### src/scsi_cmd_pkg.sv
// Shared constants for the command block checker.
// Assumes a 32-bit classic Wishbone register bus and a 50 MHz core clock.
package scsi_cmd_pkg;

    // Register byte offsets
    localparam logic [7:0] CTRL_OFS = 8'h00;
    localparam logic [7:0] CDB_LO_OFS = 8'h04;
    localparam logic [7:0] CDB_MID_OFS = 8'h08;
    localparam logic [7:0] CDB_HI_OFS = 8'h0C;
    localparam logic [7:0] STATUS_OFS = 8'h10;
    localparam logic [7:0] INFO_OFS = 8'h14;
    localparam logic [7:0] LAST_LBA_OFS = 8'h18;
    localparam logic [7:0] PARAM_OFS = 8'h1C;
    localparam logic [7:0] XFER_LBA_OFS = 8'h20;
    localparam logic [7:0] XFER_CNT_OFS = 8'h24;

    // Reset values
    localparam logic [31:0] LAST_LBA_RST = 32'h0000_FFFF;
    localparam logic [7:0] PARAM_RST = 8'h00;

    // Control and status bit positions
    localparam int CTRL_GO_BIT = 0;
    localparam int STAT_BUSY_BIT = 0;
    localparam int STAT_DONE_BIT = 1;
    localparam int STAT_STOPPED_BIT = 2;
    localparam int STAT_LEN_LSB = 4;
    localparam int STAT_CODE_LSB = 8;
    localparam int STAT_KEY_LSB = 16;
    localparam int STAT_ASC_LSB = 24;

    // Command block field positions
    localparam int UNIT_OFFLINE_BIT = 0;
    localparam int DEVICE_OFFLINE_BIT = 1;
    localparam int SELFTEST_BIT = 2;
    localparam int IMMED_BIT = 0;
    localparam int START_BIT = 0;
    localparam int BYTE_COMPARE_BIT = 1;
    localparam int SHORT_LBA_MSB = 4;

    // Opcodes
    localparam logic [7:0] OP_TEST_READY = 8'h00;
    localparam logic [7:0] OP_SHORT_WRITE = 8'h0A;
    localparam logic [7:0] OP_SPIN = 8'h1B;
    localparam logic [7:0] OP_SELFTEST = 8'h1D;
    localparam logic [7:0] OP_VERIFY = 8'h2F;
    localparam logic [2:0] GROUP_SHORT = 3'h0;
    localparam logic [2:0] GROUP_LONG = 3'h1;
    localparam logic [3:0] LEN_SHORT = 4'h6;
    localparam logic [3:0] LEN_LONG = 4'hA;
    localparam logic [16:0] SHORT_ZERO_COUNT = 17'h00100;

    // Status bytes, sense keys and codes
    localparam logic [7:0] ST_GOOD = 8'h00;
    localparam logic [7:0] ST_CHECK = 8'h02;
    localparam logic [7:0] KEY_NONE = 8'h00;
    localparam logic [7:0] KEY_NOT_READY = 8'h02;
    localparam logic [7:0] KEY_MEDIUM = 8'h03;
    localparam logic [7:0] KEY_ILLEGAL = 8'h05;
    localparam logic [7:0] ASC_NONE = 8'h00;
    localparam logic [7:0] ASC_NOT_READY = 8'h04;
    localparam logic [7:0] ASC_UNCORRECTABLE = 8'h11;
    localparam logic [7:0] ASC_BAD_OPCODE = 8'h20;
    localparam logic [7:0] ASC_BAD_BLOCK = 8'h21;
    localparam logic [7:0] ASC_BAD_CDB_FIELD = 8'h24;
    localparam logic [7:0] ASC_BAD_PARAM = 8'h26;

    // Legal diagnostic subcommand in the parameter list
    localparam logic [7:0] DIAG_SUB_LEGAL = 8'h00;

    typedef enum logic [2:0] {
        KIND_NONE = 3'h0,
        KIND_READY = 3'h1,
        KIND_WRITE = 3'h2,
        KIND_SPIN = 3'h3,
        KIND_DIAG = 3'h4,
        KIND_VERIFY = 3'h5
    } cmd_kind_t;

    typedef enum logic [1:0] {
        MEDIA_DIAG = 2'h0,
        MEDIA_VERIFY = 2'h1,
        MEDIA_WRITE = 2'h2
    } media_op_t;

    typedef enum logic [1:0] {
        S_IDLE = 2'b00,
        S_CHECK = 2'b01,
        S_WAIT = 2'b11,
        S_FINISH = 2'b10
    } state_t;

endpackage

### src/cdb_fields_if.sv
// Carries the captured command block and its decoded fields.
// Assumes the decoder is purely combinational on the same clock.
`timescale 1ns/1ps
interface cdb_fields_if;
    logic [7:0] cdb [0:9];
    logic [31:0] lastLba;
    logic [7:0] diagSub;
    scsi_cmd_pkg::cmd_kind_t kind;
    logic [3:0] cdbLen;
    logic [31:0] lba;
    logic [16:0] count;
    logic immed;
    logic startBit;
    logic runTest;
    logic reject;
    logic [7:0] rejectKey;
    logic [7:0] rejectAsc;

    modport dec (input cdb, lastLba, diagSub,
        output kind, cdbLen, lba, count, immed, startBit, runTest, reject, rejectKey, rejectAsc);
    modport use_side (output cdb, lastLba, diagSub,
        input kind, cdbLen, lba, count, immed, startBit, runTest, reject, rejectKey, rejectAsc);
endinterface

### src/scsi_cmd_validator.sv
// Target-side command checker: command blocks arrive over Wishbone, results read back.
// Assumes media engine on this clock; spindle ready pin is synchronised here.
//
// Decided for this implementation: the Wishbone register port and the register offsets.
`timescale 1ns/1ps

module scsi_cmd_validator (
    // Clock and reset
    input wire logic core_clk,
    input wire logic reset_n,
    // Wishbone slave
    input wire logic [7:0] wb_adr_i,
    input wire logic [31:0] wb_dat_i,
    input wire logic [3:0] wb_sel_i,
    input wire logic wb_we_i,
    input wire logic wb_cyc_i,
    input wire logic wb_stb_i,
    output logic [31:0] wb_dat_o,
    output logic wb_ack_o,
    // Media engine
    output logic mediaReq,
    output scsi_cmd_pkg::media_op_t mediaOp,
    output logic [31:0] mediaLba,
    output logic [16:0] mediaCount,
    input wire logic mediaDone,
    input wire logic [15:0] mediaBadCount,
    // Spindle
    output logic spinUp,
    input wire logic spinReadyPin
);
    cdb_fields_if fields ();

    logic rstMeta;
    logic rstN;
    logic readyMeta;
    logic readySync;
    logic [7:0] cdbReg [0:9];
    logic [31:0] lastLbaReg;
    logic [7:0] paramReg;
    logic goPulse;
    scsi_cmd_pkg::state_t stateReg;
    scsi_cmd_pkg::state_t stateNext;
    logic stoppedReg;
    logic doneReg;
    logic [7:0] statusReg;
    logic [7:0] keyReg;
    logic [7:0] ascReg;
    logic [15:0] infoReg;
    logic [31:0] xferLbaReg;
    logic [16:0] xferCntReg;
    logic waitSpin;
    logic unitReady;
    logic busWrite;
    logic busRead;
    logic [31:0] readData;

    // Reset released through two flops so every flop leaves reset together
    always_ff @(posedge core_clk or negedge reset_n) begin
        if (!reset_n) begin
            rstMeta <= 1'b0;
            rstN <= 1'b0;
        end else begin
            rstMeta <= 1'b1;
            rstN <= rstMeta;
        end
    end

    // Spindle ready comes from the motor controller, another timing domain
    always_ff @(posedge core_clk or negedge rstN) begin
        if (!rstN) begin
            readyMeta <= 1'b0;
            readySync <= 1'b0;
        end else begin
            readyMeta <= spinReadyPin;
            readySync <= readyMeta;
        end
    end

    assign unitReady = readySync && !stoppedReg;

    // Decoder hookup
    assign fields.cdb = cdbReg;
    assign fields.lastLba = lastLbaReg;
    assign fields.diagSub = paramReg;

    cdb_decoder decoder (
        .f(fields.dec)
    );

    // Wishbone: one wait state, ack dropped in the cycle after it is given
    assign busWrite = wb_cyc_i && wb_stb_i && wb_we_i && !wb_ack_o;
    assign busRead = wb_cyc_i && wb_stb_i && !wb_we_i && !wb_ack_o;

    always_ff @(posedge core_clk or negedge rstN) begin
        if (!rstN) begin
            wb_ack_o <= 1'b0;
        end else begin
            wb_ack_o <= wb_cyc_i && wb_stb_i && !wb_ack_o;
        end
    end

    // Command block bytes, byte lanes honoured
    always_ff @(posedge core_clk or negedge rstN) begin
        if (!rstN) begin
            for (int i = 0; i < 10; i++) begin
                cdbReg[i] <= 8'h00;
            end
        end else if (busWrite && stateReg == scsi_cmd_pkg::S_IDLE) begin
            for (int b = 0; b < 4; b++) begin
                if (wb_sel_i[b]) begin
                    if (wb_adr_i == scsi_cmd_pkg::CDB_LO_OFS) begin
                        cdbReg[b] <= wb_dat_i[8*b +: 8];
                    end else if (wb_adr_i == scsi_cmd_pkg::CDB_MID_OFS) begin
                        cdbReg[b + 4] <= wb_dat_i[8*b +: 8];
                    end else if (wb_adr_i == scsi_cmd_pkg::CDB_HI_OFS && b < 2) begin
                        cdbReg[b + 8] <= wb_dat_i[8*b +: 8];
                    end
                end
            end
        end
    end

    // Configuration registers
    always_ff @(posedge core_clk or negedge rstN) begin
        if (!rstN) begin
            lastLbaReg <= scsi_cmd_pkg::LAST_LBA_RST;
            paramReg <= scsi_cmd_pkg::PARAM_RST;
        end else if (busWrite) begin
            if (wb_adr_i == scsi_cmd_pkg::LAST_LBA_OFS) begin
                for (int b = 0; b < 4; b++) begin
                    if (wb_sel_i[b]) begin
                        lastLbaReg[8*b +: 8] <= wb_dat_i[8*b +: 8];
                    end
                end
            end else if (wb_adr_i == scsi_cmd_pkg::PARAM_OFS && wb_sel_i[0]) begin
                paramReg <= wb_dat_i[7:0];
            end
        end
    end

    // Go is ignored while a command is in flight
    assign goPulse = busWrite && wb_adr_i == scsi_cmd_pkg::CTRL_OFS && wb_sel_i[0]
        && wb_dat_i[scsi_cmd_pkg::CTRL_GO_BIT] && stateReg == scsi_cmd_pkg::S_IDLE;

    // Command sequencer
    always_comb begin
        stateNext = stateReg;
        case (stateReg)
            scsi_cmd_pkg::S_IDLE: begin
                if (goPulse) begin
                    stateNext = scsi_cmd_pkg::S_CHECK;
                end
            end
            scsi_cmd_pkg::S_CHECK: begin
                // Pending flags only settle at the CHECK edge
                stateNext = scsi_cmd_pkg::S_WAIT;
            end
            scsi_cmd_pkg::S_WAIT: begin
                if (mediaReq && mediaDone) begin
                    stateNext = scsi_cmd_pkg::S_FINISH;
                end else if (!mediaReq && (!waitSpin || readySync == spinUp)) begin
                    stateNext = scsi_cmd_pkg::S_FINISH;
                end
            end
            scsi_cmd_pkg::S_FINISH: begin
                stateNext = scsi_cmd_pkg::S_IDLE;
            end
            default: begin
                stateNext = scsi_cmd_pkg::S_IDLE;
            end
        endcase
    end

    always_ff @(posedge core_clk or negedge rstN) begin
        if (!rstN) begin
            stateReg <= scsi_cmd_pkg::S_IDLE;
        end else begin
            stateReg <= stateNext;
        end
    end

    // Spindle state and stopped flag
    always_ff @(posedge core_clk or negedge rstN) begin
        if (!rstN) begin
            spinUp <= 1'b1;
            stoppedReg <= 1'b0;
            waitSpin <= 1'b0;
        end else if (goPulse) begin
            waitSpin <= 1'b0;
        end else if (stateReg == scsi_cmd_pkg::S_CHECK && fields.kind == scsi_cmd_pkg::KIND_SPIN) begin
            spinUp <= fields.startBit;
            stoppedReg <= !fields.startBit;
            waitSpin <= !fields.immed;
        end
    end

    // Media request held until the engine reports done
    always_ff @(posedge core_clk or negedge rstN) begin
        if (!rstN) begin
            mediaReq <= 1'b0;
            mediaOp <= scsi_cmd_pkg::MEDIA_DIAG;
            mediaLba <= 32'h0000_0000;
            mediaCount <= 17'h00000;
        end else if (stateReg == scsi_cmd_pkg::S_CHECK && !fields.reject) begin
            mediaLba <= fields.lba;
            mediaCount <= fields.count;
            if (fields.kind == scsi_cmd_pkg::KIND_DIAG && fields.runTest) begin
                mediaReq <= 1'b1;
                mediaOp <= scsi_cmd_pkg::MEDIA_DIAG;
            end else if (fields.kind == scsi_cmd_pkg::KIND_VERIFY && fields.count != 17'h00000 && unitReady) begin
                mediaReq <= 1'b1;
                mediaOp <= scsi_cmd_pkg::MEDIA_VERIFY;
            end else if (fields.kind == scsi_cmd_pkg::KIND_WRITE && unitReady) begin
                mediaReq <= 1'b1;
                mediaOp <= scsi_cmd_pkg::MEDIA_WRITE;
            end
        end else if (stateReg == scsi_cmd_pkg::S_WAIT && mediaDone) begin
            mediaReq <= 1'b0;
        end
    end

    // Completion status and sense data
    always_ff @(posedge core_clk or negedge rstN) begin
        if (!rstN) begin
            statusReg <= scsi_cmd_pkg::ST_GOOD;
            keyReg <= scsi_cmd_pkg::KEY_NONE;
            ascReg <= scsi_cmd_pkg::ASC_NONE;
            infoReg <= 16'h0000;
            xferLbaReg <= 32'h0000_0000;
            xferCntReg <= 17'h00000;
        end else if (goPulse) begin
            statusReg <= scsi_cmd_pkg::ST_GOOD;
            keyReg <= scsi_cmd_pkg::KEY_NONE;
            ascReg <= scsi_cmd_pkg::ASC_NONE;
            infoReg <= 16'h0000;
        end else if (stateReg == scsi_cmd_pkg::S_CHECK) begin
            xferLbaReg <= fields.lba;
            xferCntReg <= fields.count;
            if (fields.reject) begin
                statusReg <= scsi_cmd_pkg::ST_CHECK;
                keyReg <= fields.rejectKey;
                ascReg <= fields.rejectAsc;
            end else if (!unitReady && (fields.kind == scsi_cmd_pkg::KIND_READY
                    || fields.kind == scsi_cmd_pkg::KIND_VERIFY || fields.kind == scsi_cmd_pkg::KIND_WRITE)) begin
                statusReg <= scsi_cmd_pkg::ST_CHECK;
                keyReg <= scsi_cmd_pkg::KEY_NOT_READY;
                ascReg <= scsi_cmd_pkg::ASC_NOT_READY;
            end
        end else if (stateReg == scsi_cmd_pkg::S_WAIT && mediaReq && mediaDone && mediaBadCount != 16'h0000) begin
            statusReg <= scsi_cmd_pkg::ST_CHECK;
            keyReg <= scsi_cmd_pkg::KEY_MEDIUM;
            ascReg <= scsi_cmd_pkg::ASC_UNCORRECTABLE;
            infoReg <= mediaBadCount;
        end
    end

    // Done flag: set on finish wins over the clear by a new go
    always_ff @(posedge core_clk or negedge rstN) begin
        if (!rstN) begin
            doneReg <= 1'b0;
        end else if (stateReg == scsi_cmd_pkg::S_FINISH) begin
            doneReg <= 1'b1;
        end else if (goPulse) begin
            doneReg <= 1'b0;
        end
    end

    // Read mux; unmapped offsets read zero
    always_comb begin
        readData = 32'h0000_0000;
        if (wb_adr_i == scsi_cmd_pkg::CDB_LO_OFS) begin
            readData = {cdbReg[3], cdbReg[2], cdbReg[1], cdbReg[0]};
        end else if (wb_adr_i == scsi_cmd_pkg::CDB_MID_OFS) begin
            readData = {cdbReg[7], cdbReg[6], cdbReg[5], cdbReg[4]};
        end else if (wb_adr_i == scsi_cmd_pkg::CDB_HI_OFS) begin
            readData = {16'h0000, cdbReg[9], cdbReg[8]};
        end else if (wb_adr_i == scsi_cmd_pkg::STATUS_OFS) begin
            readData[scsi_cmd_pkg::STAT_BUSY_BIT] = stateReg != scsi_cmd_pkg::S_IDLE;
            readData[scsi_cmd_pkg::STAT_DONE_BIT] = doneReg;
            readData[scsi_cmd_pkg::STAT_STOPPED_BIT] = stoppedReg;
            readData[scsi_cmd_pkg::STAT_LEN_LSB +: 4] = fields.cdbLen;
            readData[scsi_cmd_pkg::STAT_CODE_LSB +: 8] = statusReg;
            readData[scsi_cmd_pkg::STAT_KEY_LSB +: 8] = keyReg;
            readData[scsi_cmd_pkg::STAT_ASC_LSB +: 8] = ascReg;
        end else if (wb_adr_i == scsi_cmd_pkg::INFO_OFS) begin
            readData = {16'h0000, infoReg};
        end else if (wb_adr_i == scsi_cmd_pkg::LAST_LBA_OFS) begin
            readData = lastLbaReg;
        end else if (wb_adr_i == scsi_cmd_pkg::PARAM_OFS) begin
            readData = {24'h000000, paramReg};
        end else if (wb_adr_i == scsi_cmd_pkg::XFER_LBA_OFS) begin
            readData = xferLbaReg;
        end else if (wb_adr_i == scsi_cmd_pkg::XFER_CNT_OFS) begin
            readData = {15'h0000, xferCntReg};
        end
    end

    always_ff @(posedge core_clk or negedge rstN) begin
        if (!rstN) begin
            wb_dat_o <= 32'h0000_0000;
        end else if (busRead) begin
            wb_dat_o <= readData;
        end
    end
endmodule

### src/cdb_decoder.sv
// Field decode and illegal-field checks of one command block.
// Assumes the block bytes stay stable while the result is read.
`timescale 1ns/1ps
module cdb_decoder (
    // Block and results
    cdb_fields_if.dec f
);
    logic [2:0] group;
    logic [15:0] paramLen;
    logic [32:0] endLba;
    logic [7:0] flagByte;

    always_comb begin
        group = f.cdb[0][7:5];
        flagByte = f.cdb[1];
        paramLen = {f.cdb[3], f.cdb[4]};
        f.kind = scsi_cmd_pkg::KIND_NONE;
        f.cdbLen = scsi_cmd_pkg::LEN_SHORT;
        f.lba = 32'h0000_0000;
        f.count = 17'h00000;
        f.immed = flagByte[scsi_cmd_pkg::IMMED_BIT];
        f.startBit = f.cdb[4][scsi_cmd_pkg::START_BIT];
        f.runTest = 1'b0;
        f.reject = 1'b0;
        f.rejectKey = scsi_cmd_pkg::KEY_NONE;
        f.rejectAsc = scsi_cmd_pkg::ASC_NONE;
        if (group == scsi_cmd_pkg::GROUP_LONG) begin
            f.cdbLen = scsi_cmd_pkg::LEN_LONG;
        end
        case (f.cdb[0])
            scsi_cmd_pkg::OP_TEST_READY: begin
                f.kind = scsi_cmd_pkg::KIND_READY;
            end
            scsi_cmd_pkg::OP_SHORT_WRITE: begin
                f.kind = scsi_cmd_pkg::KIND_WRITE;
                f.lba = {11'h000, flagByte[scsi_cmd_pkg::SHORT_LBA_MSB:0], f.cdb[2], f.cdb[3]};
                f.count = (f.cdb[4] == 8'h00) ? scsi_cmd_pkg::SHORT_ZERO_COUNT : {9'h000, f.cdb[4]};
            end
            scsi_cmd_pkg::OP_SPIN: begin
                f.kind = scsi_cmd_pkg::KIND_SPIN;
            end
            scsi_cmd_pkg::OP_SELFTEST: begin
                f.kind = scsi_cmd_pkg::KIND_DIAG;
                f.runTest = flagByte[scsi_cmd_pkg::SELFTEST_BIT];
                // First offence wins
                if (flagByte[scsi_cmd_pkg::DEVICE_OFFLINE_BIT]) begin
                    f.reject = 1'b1;
                    f.rejectAsc = scsi_cmd_pkg::ASC_BAD_CDB_FIELD;
                end else if (!flagByte[scsi_cmd_pkg::SELFTEST_BIT] && flagByte[scsi_cmd_pkg::UNIT_OFFLINE_BIT]) begin
                    f.reject = 1'b1;
                    f.rejectAsc = scsi_cmd_pkg::ASC_BAD_CDB_FIELD;
                end else if (flagByte[scsi_cmd_pkg::SELFTEST_BIT] && paramLen != 16'h0000) begin
                    f.reject = 1'b1;
                    f.rejectAsc = scsi_cmd_pkg::ASC_BAD_CDB_FIELD;
                end else if (!flagByte[scsi_cmd_pkg::SELFTEST_BIT] && paramLen != 16'h0000
                        && f.diagSub != scsi_cmd_pkg::DIAG_SUB_LEGAL) begin
                    f.reject = 1'b1;
                    f.rejectAsc = scsi_cmd_pkg::ASC_BAD_PARAM;
                end
            end
            scsi_cmd_pkg::OP_VERIFY: begin
                f.kind = scsi_cmd_pkg::KIND_VERIFY;
                f.lba = {f.cdb[2], f.cdb[3], f.cdb[4], f.cdb[5]};
                f.count = {1'b0, f.cdb[7], f.cdb[8]};
            end
            default: begin
                f.reject = 1'b1;
                f.rejectAsc = scsi_cmd_pkg::ASC_BAD_OPCODE;
            end
        endcase
        // Range check shared by verify and short write
        endLba = {1'b0, f.lba} + {16'h0000, f.count} - 33'h0_0000_0001;
        if (f.kind == scsi_cmd_pkg::KIND_VERIFY || f.kind == scsi_cmd_pkg::KIND_WRITE) begin
            if (f.lba > f.lastLba) begin
                f.reject = 1'b1;
                f.rejectAsc = scsi_cmd_pkg::ASC_BAD_BLOCK;
            end else if (f.count != 17'h00000 && endLba > {1'b0, f.lastLba}) begin
                f.reject = 1'b1;
                f.rejectAsc = scsi_cmd_pkg::ASC_BAD_BLOCK;
            end
        end
        if (f.reject) begin
            f.rejectKey = scsi_cmd_pkg::KEY_ILLEGAL;
        end
    end
endmodule

### config.mk
export PLATFORM = sky130hd
export DESIGN_NAME = scsi_cmd_validator
export DESIGN_NICKNAME = d
export VERILOG_FILES = /design/src/scsi_cmd_pkg.sv /design/src/cdb_fields_if.sv /design/src/scsi_cmd_validator.sv /design/src/cdb_decoder.sv
export SDC_FILE = /design/constraint.sdc
export NUM_CORES = 1
export LEC_CHECK = 0
export BUFFER_PORTS_ARGS = -buffer_cell sky130_fd_sc_hd__buf_2
export CORE_UTILIZATION = 50
export CTS_CLUSTER_DIAMETER = 150
export DETAILED_ROUTE_END_ITERATION = 12
export GPL_TIMING_DRIVEN = 0
export PLACE_DENSITY = 0.73
export SYNTH_ARGS = -nofsm -noshare
export SYNTH_HDL_FRONTEND = slang
export SYNTH_SLANG_ARGS = --single-unit
### constraint.sdc
create_clock -name core_clk -period 10.79 [get_ports core_clk]
set_input_delay 2.158 -clock core_clk [delete_from_list [all_inputs] [get_ports core_clk]]
set_output_delay 2.158 -clock core_clk [all_outputs]
set_load 0.005 [all_outputs]
## Yosys cells after proc, flatten, opt, wreduce, memory -nomap -nowiden

Index checks and enable logic that the tools add are counted.

- ROM bits: 0
- Memories: 0
- Flip-flop bits (word level): 304
- Output and inout port bits: 86
- Latch bits: 0
- Logic and storage cells: 221
- RAM bits: 0

- $mul: 0
- Equal/unequal tests: 28
- Div/mod/pow operators: 0
- Shift-type cells: 0
- Bitwise gates (word level): 4
- $add $sub $neg: 2
- Mux-type cells: 66
- $lt $le $gt $ge: 2
- Reduce and logical (&&, ||, !) cells: 83

Operator list:

| cell | number |
|---|---|
| 2-to-1 mux 32 bit | 7 |
| 2-to-1 mux 8 bit | 20 |
| case mux 32 bit (2 select lines) | 1 |
| == test 8 x 5 -> 1 bit, second input constant | 6 |
| 2-to-1 mux 16 bit | 3 |
| case mux 17 bit (2 select lines) | 1 |
| adder 32 x 17 -> 33 bit | 1 |
| greater-than comparator 33 x 32 -> 1 bit | 1 |
| subtractor 33 x 1 -> 33 bit, second input constant | 1 |
| greater-than comparator 32 bit | 1 |
| nonzero test 16 bit | 2 |
| logical AND 1 bit | 31 |
| 2-to-1 mux 28 bit | 1 |
| AND reduction 3 bit | 9 |
| == test 8 x 4 -> 1 bit, second input constant | 3 |
| == test 8 x 6 -> 1 bit, second input constant | 3 |
| logical NOT 8 bit | 3 |
| 2-to-1 mux 1 bit | 18 |
| 2-to-1 mux 17 bit | 1 |
| nonzero test 17 bit | 1 |
| case mux 8 bit (2 select lines) | 1 |
| AND reduction 4 bit | 4 |
| case mux 3 bit (5 select lines) | 1 |
| AND reduction 2 bit | 7 |
| 27 further kinds | 58 |

## Logic depth before layout (Yosys ltp)

Gate-level depths: netlist of the first run.

- Depth after elaboration: 15
- Gate-level depth with buffers: 30
- Gate-level depth less buffers: 26

## Cells and area by module

From an unflattened synthesis of the first run, not the netlist that was laid out.

- Cells, all modules: 1,864
- Area, all modules: 17,595.6 um2

By module, submodules not included:

| module | times used | cells each | area each (um2) |
|---|---|---|---|
| scsi_cmd_validator | 1 | 1,226 | 13,215.2 |
| cdb_decoder | 1 | 638 | 4,380.5 |

## Worst setup path before layout of the first run

Ideal clock, no wire load.

- Kind: register to register
- From: register cdbReg[73] (netlist bit)
- To: register mediaLba[29]
- Cell stages (with the launch flop): 30
- Setup time: 128 ps
- Setup slack: 3,956 ps
- Data arrival time: 6,706 ps
- Buffers on the path: 4
- Period minus slack after synthesis: 6,834 ps
- Cell sequence: dfrtp_1 -> clkbuf_1 -> nand2_1 -> nor4_1 -> clkbuf_1 -> clkbuf_1 -> a22oi_1 -> ha_1 -> inv_1 -> ha_1 -> inv_1 -> fa_1 -> nor2b_1 -> o31a_1 -> o32ai_1 -> o31a_1 -> nor2_1 -> a21oi_1 -> o21ai_0 -> xnor2_1 -> ha_1 -> nand4_1 -> nor4_1 -> nand2_1 -> o41ai_1 -> a31oi_1 -> o31a_2 -> nor4_4 -> buf_4 -> mux2_1

- Cells in the longest elaborated chain, start to end: 11
- Elaborated cells between the ends (all ways): 24
- Those cells by class: add/sub: 2; order compare: 2; eq/ne: 6; mux: 7; reduce/logical: 7

Ends and longest elaborated chain:

| what | RTL line | source |
|---|---|---|
| from (decl) | scsi_cmd_validator.sv:37 | `logic [7:0] cdbReg [0:9];` |
| from (signal, indexed assignment) | scsi_cmd_validator.sv:112 | `cdbReg[b] <= wb_dat_i[8*b +: 8];` |
| from (signal, indexed assignment) | scsi_cmd_validator.sv:114 | `cdbReg[b + 4] <= wb_dat_i[8*b +: 8];` |
| from (signal, indexed assignment) | scsi_cmd_validator.sv:116 | `cdbReg[b + 8] <= wb_dat_i[8*b +: 8];` |
| == test 8 x 6 -> 1 bit or == test 8 x 4 -> 1 bit (tied branches) | cdb_decoder.sv:30 | `case (f.cdb[0])` |
| case mux 32 bit (2 select lines) or case mux 17 bit (2 select lines) (tied branches) | cdb_decoder.sv:30 |  |
| adder 32 x 17 -> 33 bit | cdb_decoder.sv:72 | `endLba = {1'b0, f.lba} + {16'h0000, f.count} - 33'h0_0000_0001;` |
| subtractor 33 x 1 -> 33 bit | cdb_decoder.sv:72 |  |
| greater-than comparator 33 x 32 -> 1 bit | cdb_decoder.sv:77 | `end else if (f.count != 17'h00000 && endLba > {1'b0, f.lastLba}) begin` |
| logical AND 1 bit | cdb_decoder.sv:77 |  |
| 2-to-1 mux 1 bit | cdb_decoder.sv:77 |  |
| 2-to-1 mux 1 bit | cdb_decoder.sv:74 | `if (f.lba > f.lastLba) begin` |
| 2-to-1 mux 1 bit | cdb_decoder.sv:73 | `if (f.kind == scsi_cmd_pkg::KIND_VERIFY \|\| f.kind == scsi_cmd_pkg::KIND_WRITE) begin` |
| logical NOT 1 bit | scsi_cmd_validator.sv:204 | `end else if (stateReg == scsi_cmd_pkg::S_CHECK && !fields.reject) begin` |
| logical AND 1 bit | scsi_cmd_validator.sv:204 |  |
| to (signal assigned) | scsi_cmd_validator.sv:205 | `mediaLba <= fields.lba;` |
| to (decl) | scsi_cmd_validator.sv:23 | `output logic [31:0] mediaLba,` |

Parallel ways exist; a longest one is shown, timed or not.
A chain may end at the register's enable or synchronous reset.

## Worst setup path in the final report of the first run

- From: register cdbReg[73] (netlist bit)
- To: register mediaCount[14]

- Cells in the longest elaborated chain, start to end: 11
- Elaborated cells between the ends (all ways): 24
- Those cells by class: add/sub: 2; order compare: 2; eq/ne: 6; mux: 7; reduce/logical: 7

Ends and longest elaborated chain:

| what | RTL line | source |
|---|---|---|
| == test 8 x 6 -> 1 bit or == test 8 x 4 -> 1 bit (tied branches) | cdb_decoder.sv:30 |  |
| case mux 32 bit (2 select lines) or case mux 17 bit (2 select lines) (tied branches) | cdb_decoder.sv:30 |  |
| adder 32 x 17 -> 33 bit | cdb_decoder.sv:72 |  |
| subtractor 33 x 1 -> 33 bit | cdb_decoder.sv:72 |  |
| greater-than comparator 33 x 32 -> 1 bit | cdb_decoder.sv:77 |  |
| logical AND 1 bit | cdb_decoder.sv:77 |  |
| 2-to-1 mux 1 bit | cdb_decoder.sv:77 |  |
| 2-to-1 mux 1 bit | cdb_decoder.sv:74 |  |
| 2-to-1 mux 1 bit | cdb_decoder.sv:73 |  |
| logical NOT 1 bit | scsi_cmd_validator.sv:204 |  |
| logical AND 1 bit | scsi_cmd_validator.sv:204 |  |
| to (signal assigned) | scsi_cmd_validator.sv:206 | `mediaCount <= fields.count;` |
| to (decl) | scsi_cmd_validator.sv:24 | `output logic [16:0] mediaCount,` |

Parallel ways exist; a longest one is shown, timed or not.

==> flow_summary.toml, run 1 <==
[cells_and_area]
fin_nets = 1967
regArea_sq_um = 7207
final_util = 0.5867
multi_input_area_sq_um = 8009
diodes = 0
nFillCells = 2662
areaGrowthSynthToFinish_pct = 15.59
drive_gt1_frac = 0.2038
finalNonFillerCells = 2213

[floorplan]
rows = 65
io_pins = 153
start_util = 0.5075
chipHeight_um = 180.7
core_area_sq_um = 31470
dieArea_sq_um = 32670
fp.dieW_um = 180.7

[sta]
setup_tns_ps = 0
hold_viol = 0
setup_viol = 0
max_clock_freq_mhz = 102.8
fin_ws_ps = 1064
rsz0062_at_grt = "no"
slew_headroom = 0.2817
final.period_utilization = 0.9014
clock_skew_ps = 14.89
period_minus_slack_ps = 9726
drv_slew = 0
worst_pin_slew_ps = 1068

[power_and_ir_drop]
leakage_nw = 9.254
p_int_w = 0.001834
combPwrFrac = 0.056
swShare = 0.2319
p_per_area_nw_per_um2 = 129.3
p_switching_w = 0.0005538
seq_power_share = 0.475
pwr-share-clk = 0.469
irDropWorstVdd_v = 0.0001045

[clock_tree]
clockRootBuffer = "clkbuf_16"
clk_pin_slew_worst_paths_ps = 60
cts_hold_buffers = 0
cts_tree = "built"
post_cts.repair.setup_buffers = 0
htree_num_levels = 1
clk-insertion-delay-late_ps = 590
cts_buffer_depth = 3
cts.sinks = 287
ctsResizeCount = 0
numCtsBuffers = 31

[route]
postRouteAntennaNets = 0
num_vias = 13874
wirelength_mm = 54.81
via_per_inst = 6.269
dr.pass1.iters = 9
drcViolationCount = 0
wire_per_inst_um = 24.77
drtIter0Drc = 1615

[placed_design]
dpl_worst_slack_ps = 1300
place_hpwl_mm = 42.82
portBuffers = 151
gp_congestion = 1.024
dpl.cell_count = 2157

[synthesis]
synth-main-ff-cell = "dfrtp_1"
synth_compound_area_frac = 0.1624
synthAdderAreaFrac = 0.08820
yosys.area_share.simple = 0.1149
synth-edff-count = 0
yosysSeqAreaShare = 0.4509
synthesis.nets = 1777
async_flop_share = 1.000
synth_top_cell_area_share = 0.4230
synth_cell_types = 74
synth_top_family_by_area = "compound AO/OA/AOI/OAI gates"
synthCells = 1598
syn_area_sq_um = 15970
synth.area.top_cells = "dfrtp_1 (42%), mux2_2 (9.0%), ha_1 (8.7%), nand2_1 (4.5%), o21ai_0 (4.1%)"
synth_top_area_cell = "dfrtp_1"
synth_mux_area_frac = 0.1194
synth_seq_cells = 287
syn_area_per_cell_sq_um = 9.996
synth_warnings = 0
synth_xor_area_frac = 0.01480

[global_routing]
antenna_found_initial = 0
grt_pass1_wl_mm = 82.33
grt_usage = 0.3350
overflow = 0
grt_max_degree = 69
grt_pass1_vias = 13470

[run]
cap_violations = 0

[critical_path]
worst_setup_path_start_kind = "register"
r2r_cells = 30
cp-startpoint = "cdbReg[73]$_DFFE_PN0P_"
cp-endpoint = "mediaCount[14]$_DFFE_PN0N_"
timing_worst_setup_path_type = "reg -> reg"
worstPathRequired_ps = 11290
ff2ff_setup_slack_ps = 1060
cpMaxStageDelayCell = "nor4_2"
r2r_end = "mediaCount[14]$_DFFE_PN0N_"
arrival_ps = 10220
reg2reg_from = "cdbReg[73]$_DFFE_PN0P_"
max_stage_delay_ps = 940
endpoint_kind = "register"
crit_path_max_fanout = 10

[outcome]
status = "finished, final reports clean"

[hold_path]
min_path_type = "reg -> async"
[synthesized netlist by cell type, types with 7 or more instances]
| master | count |
|---|---|
| a21o_1 | 20 |
| dfrtp_1 | 270 |
| a211oi_1 | 7 |
| xnor2_1 | 24 |
| mux2_2 | 127 |
| a21oi_1 | 66 |
| nor2b_1 | 7 |
| o21ai_0 | 131 |
| nand2_1 | 192 |
| a221oi_1 | 9 |
| o21a_1 | 9 |
| dfstp_2 | 17 |
| buf_1 | 7 |
| ha_1 | 111 |
| mux2_1 | 22 |
| and3_1 | 10 |
| nor2_1 | 78 |
| o21bai_1 | 7 |
| nor4_1 | 21 |
| nand3_1 | 26 |
| clkbuf_1 | 54 |
| mux2i_1 | 23 |
| a222oi_1 | 28 |
| nand4_1 | 18 |
| nor3_1 | 16 |
| nand2b_1 | 9 |
| a22oi_1 | 40 |
| inv_1 | 132 |
| a31oi_1 | 28 |
[worst max-delay path, delay by kind of cell (launching register included)]
family / cells / cell delay (ps)
compound gates: 9 / 3030
simple gates: 8 / 2870
buf+inv: 7 / 1940
fa+ha+maj: 4 / 1080
flops: 1 / 320
mux: 1 / 230
xor+xnor: 1 / 150
[cell families (layout without fill, tap and decap cells)]
| kind of cell | count (synthesis) | after routing |
|---|---|---|
| AND/OR/NAND/NOR | 401 | 401 |
| AO/OA/AOI/OAI | 397 | 397 |
| flip-flops | 287 | 287 |
| buffers and inverters | 200 | 413 |
| multiplexers | 172 | 172 |
| adder cells (fa/ha/maj) | 112 | 112 |
| XOR/XNOR | 27 | 27 |
| other | 2 | 2 |
[metal layers]
layer | vias up | GRT usage | part of all wire
met5 | - | 0 | 0
met4 | 0 | 0.1385 | 0.047
met3 | 145 | 0.04878 | 0.080
met2 | 749 | 0.5390 | 0.46
met1 | 6814 | 0.4543 | 0.42
li1 | 6166 | - | -
[cell usage in the layout, fill, tap and decap left out, types with 6 or more instances in the layout]
cell / netlist / final
dfstp_2: 17 / 17
nand2b_1: 9 / 9
o21a_1: 9 / 9
clkbuf_1: 54 / 63
buf_4: 6 / 6
nor2_1: 78 / 78
a21oi_1: 66 / 66
a22oi_1: 40 / 40
buf_2: 0 / 151
buf_1: 7 / 7
ha_1: 111 / 111
nand2_1: 192 / 192
a221oi_1: 9 / 9
xnor2_1: 24 / 24
a31oi_1: 28 / 28
nor2b_1: 7 / 7
o21bai_1: 7 / 7
nor3_1: 16 / 15
a222oi_1: 28 / 28
inv_1: 132 / 132
nand3_1: 26 / 26
nand4_1: 18 / 18
a211oi_1: 7 / 7
mux2_1: 22 / 22
nor4_1: 21 / 20
mux2i_1: 23 / 23
and3_1: 10 / 10
mux2_2: 127 / 127
dfrtp_1: 270 / 269
o21ai_0: 131 / 131
a21o_1: 20 / 20
clkbuf_16: 0 / 31
clkbuf_8: 0 / 7
[sequential cells by signal (all words and copies together), names as in the netlist, 2 cells and up]
signal,count
cdbReg,80
fields.lastLba,32
mediaLba,32
wb_dat_o,32
xferLbaReg,32
infoReg,16
mediaCount,16
xferCntReg,16
fields.diagSub,8
ascReg,5
keyReg,3
mediaOp,2
stateReg,2
[worst min-delay path by stage]
| stage | endpoint | slack (ps) |
|---|---|---|
| floorplan | readySync$_DFF_PN0_ | 330 |
| global placement | rstN$_DFF_PN0_ | 340 |
| detailed placement | mediaLba[10]$_DFFE_PN0N_ | 300 |
| CTS | mediaLba[10]$_DFFE_PN0N_ | 310 |
| global route | mediaLba[10]$_DFFE_PN0N_ | 340 |
| finish | mediaLba[10]$_DFFE_PN0N_ | 290 |
[stage by stage]
| stage | cell area [sq um] | power (W) | hold WS [ps] |
|---|---|---|---|
| after floorplan | 15970 | 0.001204 | 331.2 |
| after CTS | 18460 | 0.002400 | 310.2 |
| after global routing | 18470 | 0.002455 | 336.1 |
| after global placement | 17230 | 0.001274 | 338.4 |
| after detailed placement | 17390 | 0.001284 | 302.6 |
| final | 18470 | 0.002388 | 287.6 |
[power groups by stage]
stage	registers, W	logic (W)	clock network, W
after floorplan	0.00116	0.0000449	0
final	0.00113	0.000133	0.00112
after global routing	0.00114	0.000146	0.00117
after detailed placement	0.00115	0.000132	0
after global placement	0.00117	0.000104	0
after CTS	0.00113	0.000133	0.00113
[cell type report]
cell class              instances  share of cell area
multi-input cells            1111              0.4337
flip-flops and latches        287              0.3903
clock buffers                  47             0.04906
repair buffers                157             0.04858
well taps                     402             0.02724
inverters                     132             0.02683
plain buffers                  68             0.01545
clock inverters                 9            0.008809
No activity file was read; power rests on OpenSTA's default activity.
==> inputs of run 2 (changes only) <==
- PLACE_DENSITY: 0.73 -> 0.74
- SYNTH_HIERARCHICAL: unset -> 1
==> run 2 against run 1 <==
Clock skew rose by 7.2 ps. Combinational power is 44% higher. Non-clock buffer count increased by 30. Cell count increased by 15%. Cell area up 9.5%. Global-route usage increased by 0.91 points. Flip-flop and latch count up 10. Sequential share of layout area is 2.1 points lower. Core utilization shrank 0.16 points. Clock power increased by 6%. Hold slack better by 40 ps. Synthesized cell count rose by 17%. Critical endpoint is now mediaOp[0]$_DFFE_PN0P_.
==> flow_summary.toml, run 2 <==
[synthesis]
synth-main-ff-cell = "dfrtp_1"
synth_common_cells = "nand2_1 (386), dfrtp_1 (280), inv_1 (125), mux2_2 (122), ha_1 (109)"
yosysSeqAreaShare = 0.4236
synth_seq_cells = 297
async_flop_share = 1.000
synth.area.top_cells = "dfrtp_1 (40%), nand2_1 (8.2%), mux2_2 (7.8%), ha_1 (7.8%), inv_1 (2.7%)"
synthCells = 1864
syn_area_sq_um = 17600
yosysMostFrequentCell = "nand2_1"
synth_top_cell_area_share = 0.3982
synth_warnings = 6
syn_area_per_cell_sq_um = 9.440
synth_top_area_cell = "dfrtp_1"
synth_cell_types = 91
synth-edff-count = 0

[global_routing]
grt_pass1_wl_mm = 92.96
grt_pass1_vias = 15768
grt_usage = 0.3441
antenna_found_initial = 0
overflow = 0
grt_max_degree = 74

[placed_design]
dpl_worst_slack_ps = 2118
dpl.cell_count = 2486
portBuffers = 152
place_hpwl_mm = 47.61
gp_congestion = 1.003
placed_cell_area_sq_um = 19080

[clock_tree]
clk-insertion-delay-late_ps = 540
cts_tree = "built"
numCtsBuffers = 34
cts_hold_buffers = 0
ctsResizeCount = 0
clk_pin_slew_worst_paths_ps = 60
cts.sinks = 297
cts_buffer_depth = 3
htree_num_levels = 2
post_cts.repair.setup_buffers = 0
clockRootBuffer = "clkbuf_16"

[route]
wirelength_mm = 61.35
via_per_inst = 6.222
wire_per_inst_um = 24.08
drcViolationCount = 0
drtIter0Drc = 1959
dr.pass1.iters = 7
num_vias = 15853
postRouteAntennaNets = 0

[floorplan]
chipHeight_um = 189.6
dieArea_sq_um = 35950
start_util = 0.5094
fp.dieW_um = 189.6
core_area_sq_um = 34540
io_pins = 153
rows = 68

[power_and_ir_drop]
p_per_area_nw_per_um2 = 126.5
swShare = 0.2471
seq_power_share = 0.460
p_switching_w = 0.0006318
p_int_w = 0.001925
pwr-share-clk = 0.465
combPwrFrac = 0.075
leakage_nw = 10.50
irDropWorstVdd_v = 0.0001105

[sta]
final.period_utilization = 0.8557
fin_ws_ps = 1557
max_clock_freq_mhz = 108.3
rsz0062_at_grt = "no"
clock_skew_ps = 22.10
worst_pin_slew_ps = 1317
hold_viol = 0
drv_slew = 0
period_minus_slack_ps = 9233
hold_slack_ps = 327.3
slew_headroom = 0.1149
setup_viol = 0

[cells_and_area]
largest_reg_flops = 80
layout_common_cells = "nand2_1 (386), dfrtp_1 (279), buf_2 (167), inv_1 (125), mux2_2 (122)"
final_util = 0.5851
drive_gt1_frac = 0.2103
mostFrequentLayoutCell = "nand2_1"
regArea_sq_um = 7457
largest_register = "cdbReg"
fin_nets = 2244
areaGrowthSynthToFinish_pct = 14.87
fin_area_sq_um = 20210
nFillCells = 3098
multi_input_area_sq_um = 9230
finalNonFillerCells = 2548

[critical_path]
arrival_ps = 9670
critPathMostFrequentCell = "clkbuf_1"
timing_worst_setup_path_type = "reg -> reg"
endpoint_kind = "register"
crit_path_max_fanout = 10
worst_setup_path_start_kind = "register"
max_stage_delay_ps = 980
worstPathRequired_ps = 11220
cpMaxStageDelayCell = "nor2_1"

[run]
cap_violations = 0

[hold_path]
min_path_type = "reg -> async"

[outcome]
status = "finished, final reports clean"
[run 2: logic make-up (layout without fill, tap and decap cells)]
kind of cell | Yosys count | count (layout) | synth area share
and+or+nand+nor | 666 | 666 | 0.1793
AOI/OAI and AO/OA | 377 | 377 | 0.1505
DFF | 297 | 297 | 0.4236
buffers and inverters | 224 | 441 | 0.05419
muxes | 157 | 157 | 0.09813
adders and majority gates | 110 | 110 | 0.07865
xor gates and xnor gates | 30 | 30 | 0.01493
other | 3 | 15 | 0.0006399
[run 2: path summary, 6_finish.rpt]
check	startpoint	cells past startpoint	endpoint	slack (ps)
max	cdbReg[75]$_DFFE_PN0P_	28	mediaOp[0]$_DFFE_PN0P_	1560
min	rstN$_DFF_PN0_	0	mediaLba[8]$_DFFE_PN0P_	330
max reg2reg	cdbReg[75]$_DFFE_PN0P_	28	mediaOp[0]$_DFFE_PN0P_	1560
min reg2reg	rstN$_DFF_PN0_	0	mediaLba[8]$_DFFE_PN0P_	330
max in group asynchronous	rstN$_DFF_PN0_	3	mediaLba[23]$_DFFE_PN0P_	9020
min in group core_clk	rstMeta$_DFF_PN0_	0	rstN$_DFF_PN0_	350
[run 2: power by group through the flow]
stage               registers, W  clock network (W)   logic, W
detailed placement       0.00120                  0   0.000186
global placement         0.00121                  0   0.000158
finish                   0.00118            0.00119   0.000191
global route             0.00118            0.00124   0.000207
CTS                      0.00118            0.00120   0.000188
floorplan                0.00120                  0  0.0000880
[run 2: layout make-up]
| class | instances | area share |
|---|---|---|
| Clock inverter | 12 | 0.008976 |
| Sequential cell | 297 | 0.3689 |
| Buffer | 99 | 0.02396 |
| Inverter | 125 | 0.02321 |
| Timing Repair Buffer | 156 | 0.04309 |
| Antenna cell | 1 | 0.0001238 |
| Clock buffer | 49 | 0.04686 |
| Multi-Input combinational cell | 1354 | 0.4567 |
| Tap cell | 455 | 0.02817 |
[run 2: metal layers]
| metal | global-route usage | wire length, um |
|---|---|---|
| met5 | 0.008242 | 33 |
| met4 | 0.2233 | 4306 |
| met3 | 0.06788 | 5531 |
| met2 | 0.5356 | 27470 |
| met1 | 0.4369 | 24010 |
[run 2: worst max-delay path: cells and delay by family, from the launching register on]
kind	cells	cell delay (ps)
flops	1	460
compound gates	13	3410
buf+inv	6	2250
simple gates	6	1910
fa+ha+maj	3	1080
[run 2: through the flow]
stage / total power (W) / TNS [ps]
2_1_floorplan: 0.001288 / 0
3_3_place_gp: 0.001372 / -322550
3_5_place_dp: 0.001382 / 0
4_1_cts: 0.002560 / 0
5_1_grt: 0.002626 / 0
6_report: 0.002557 / 0
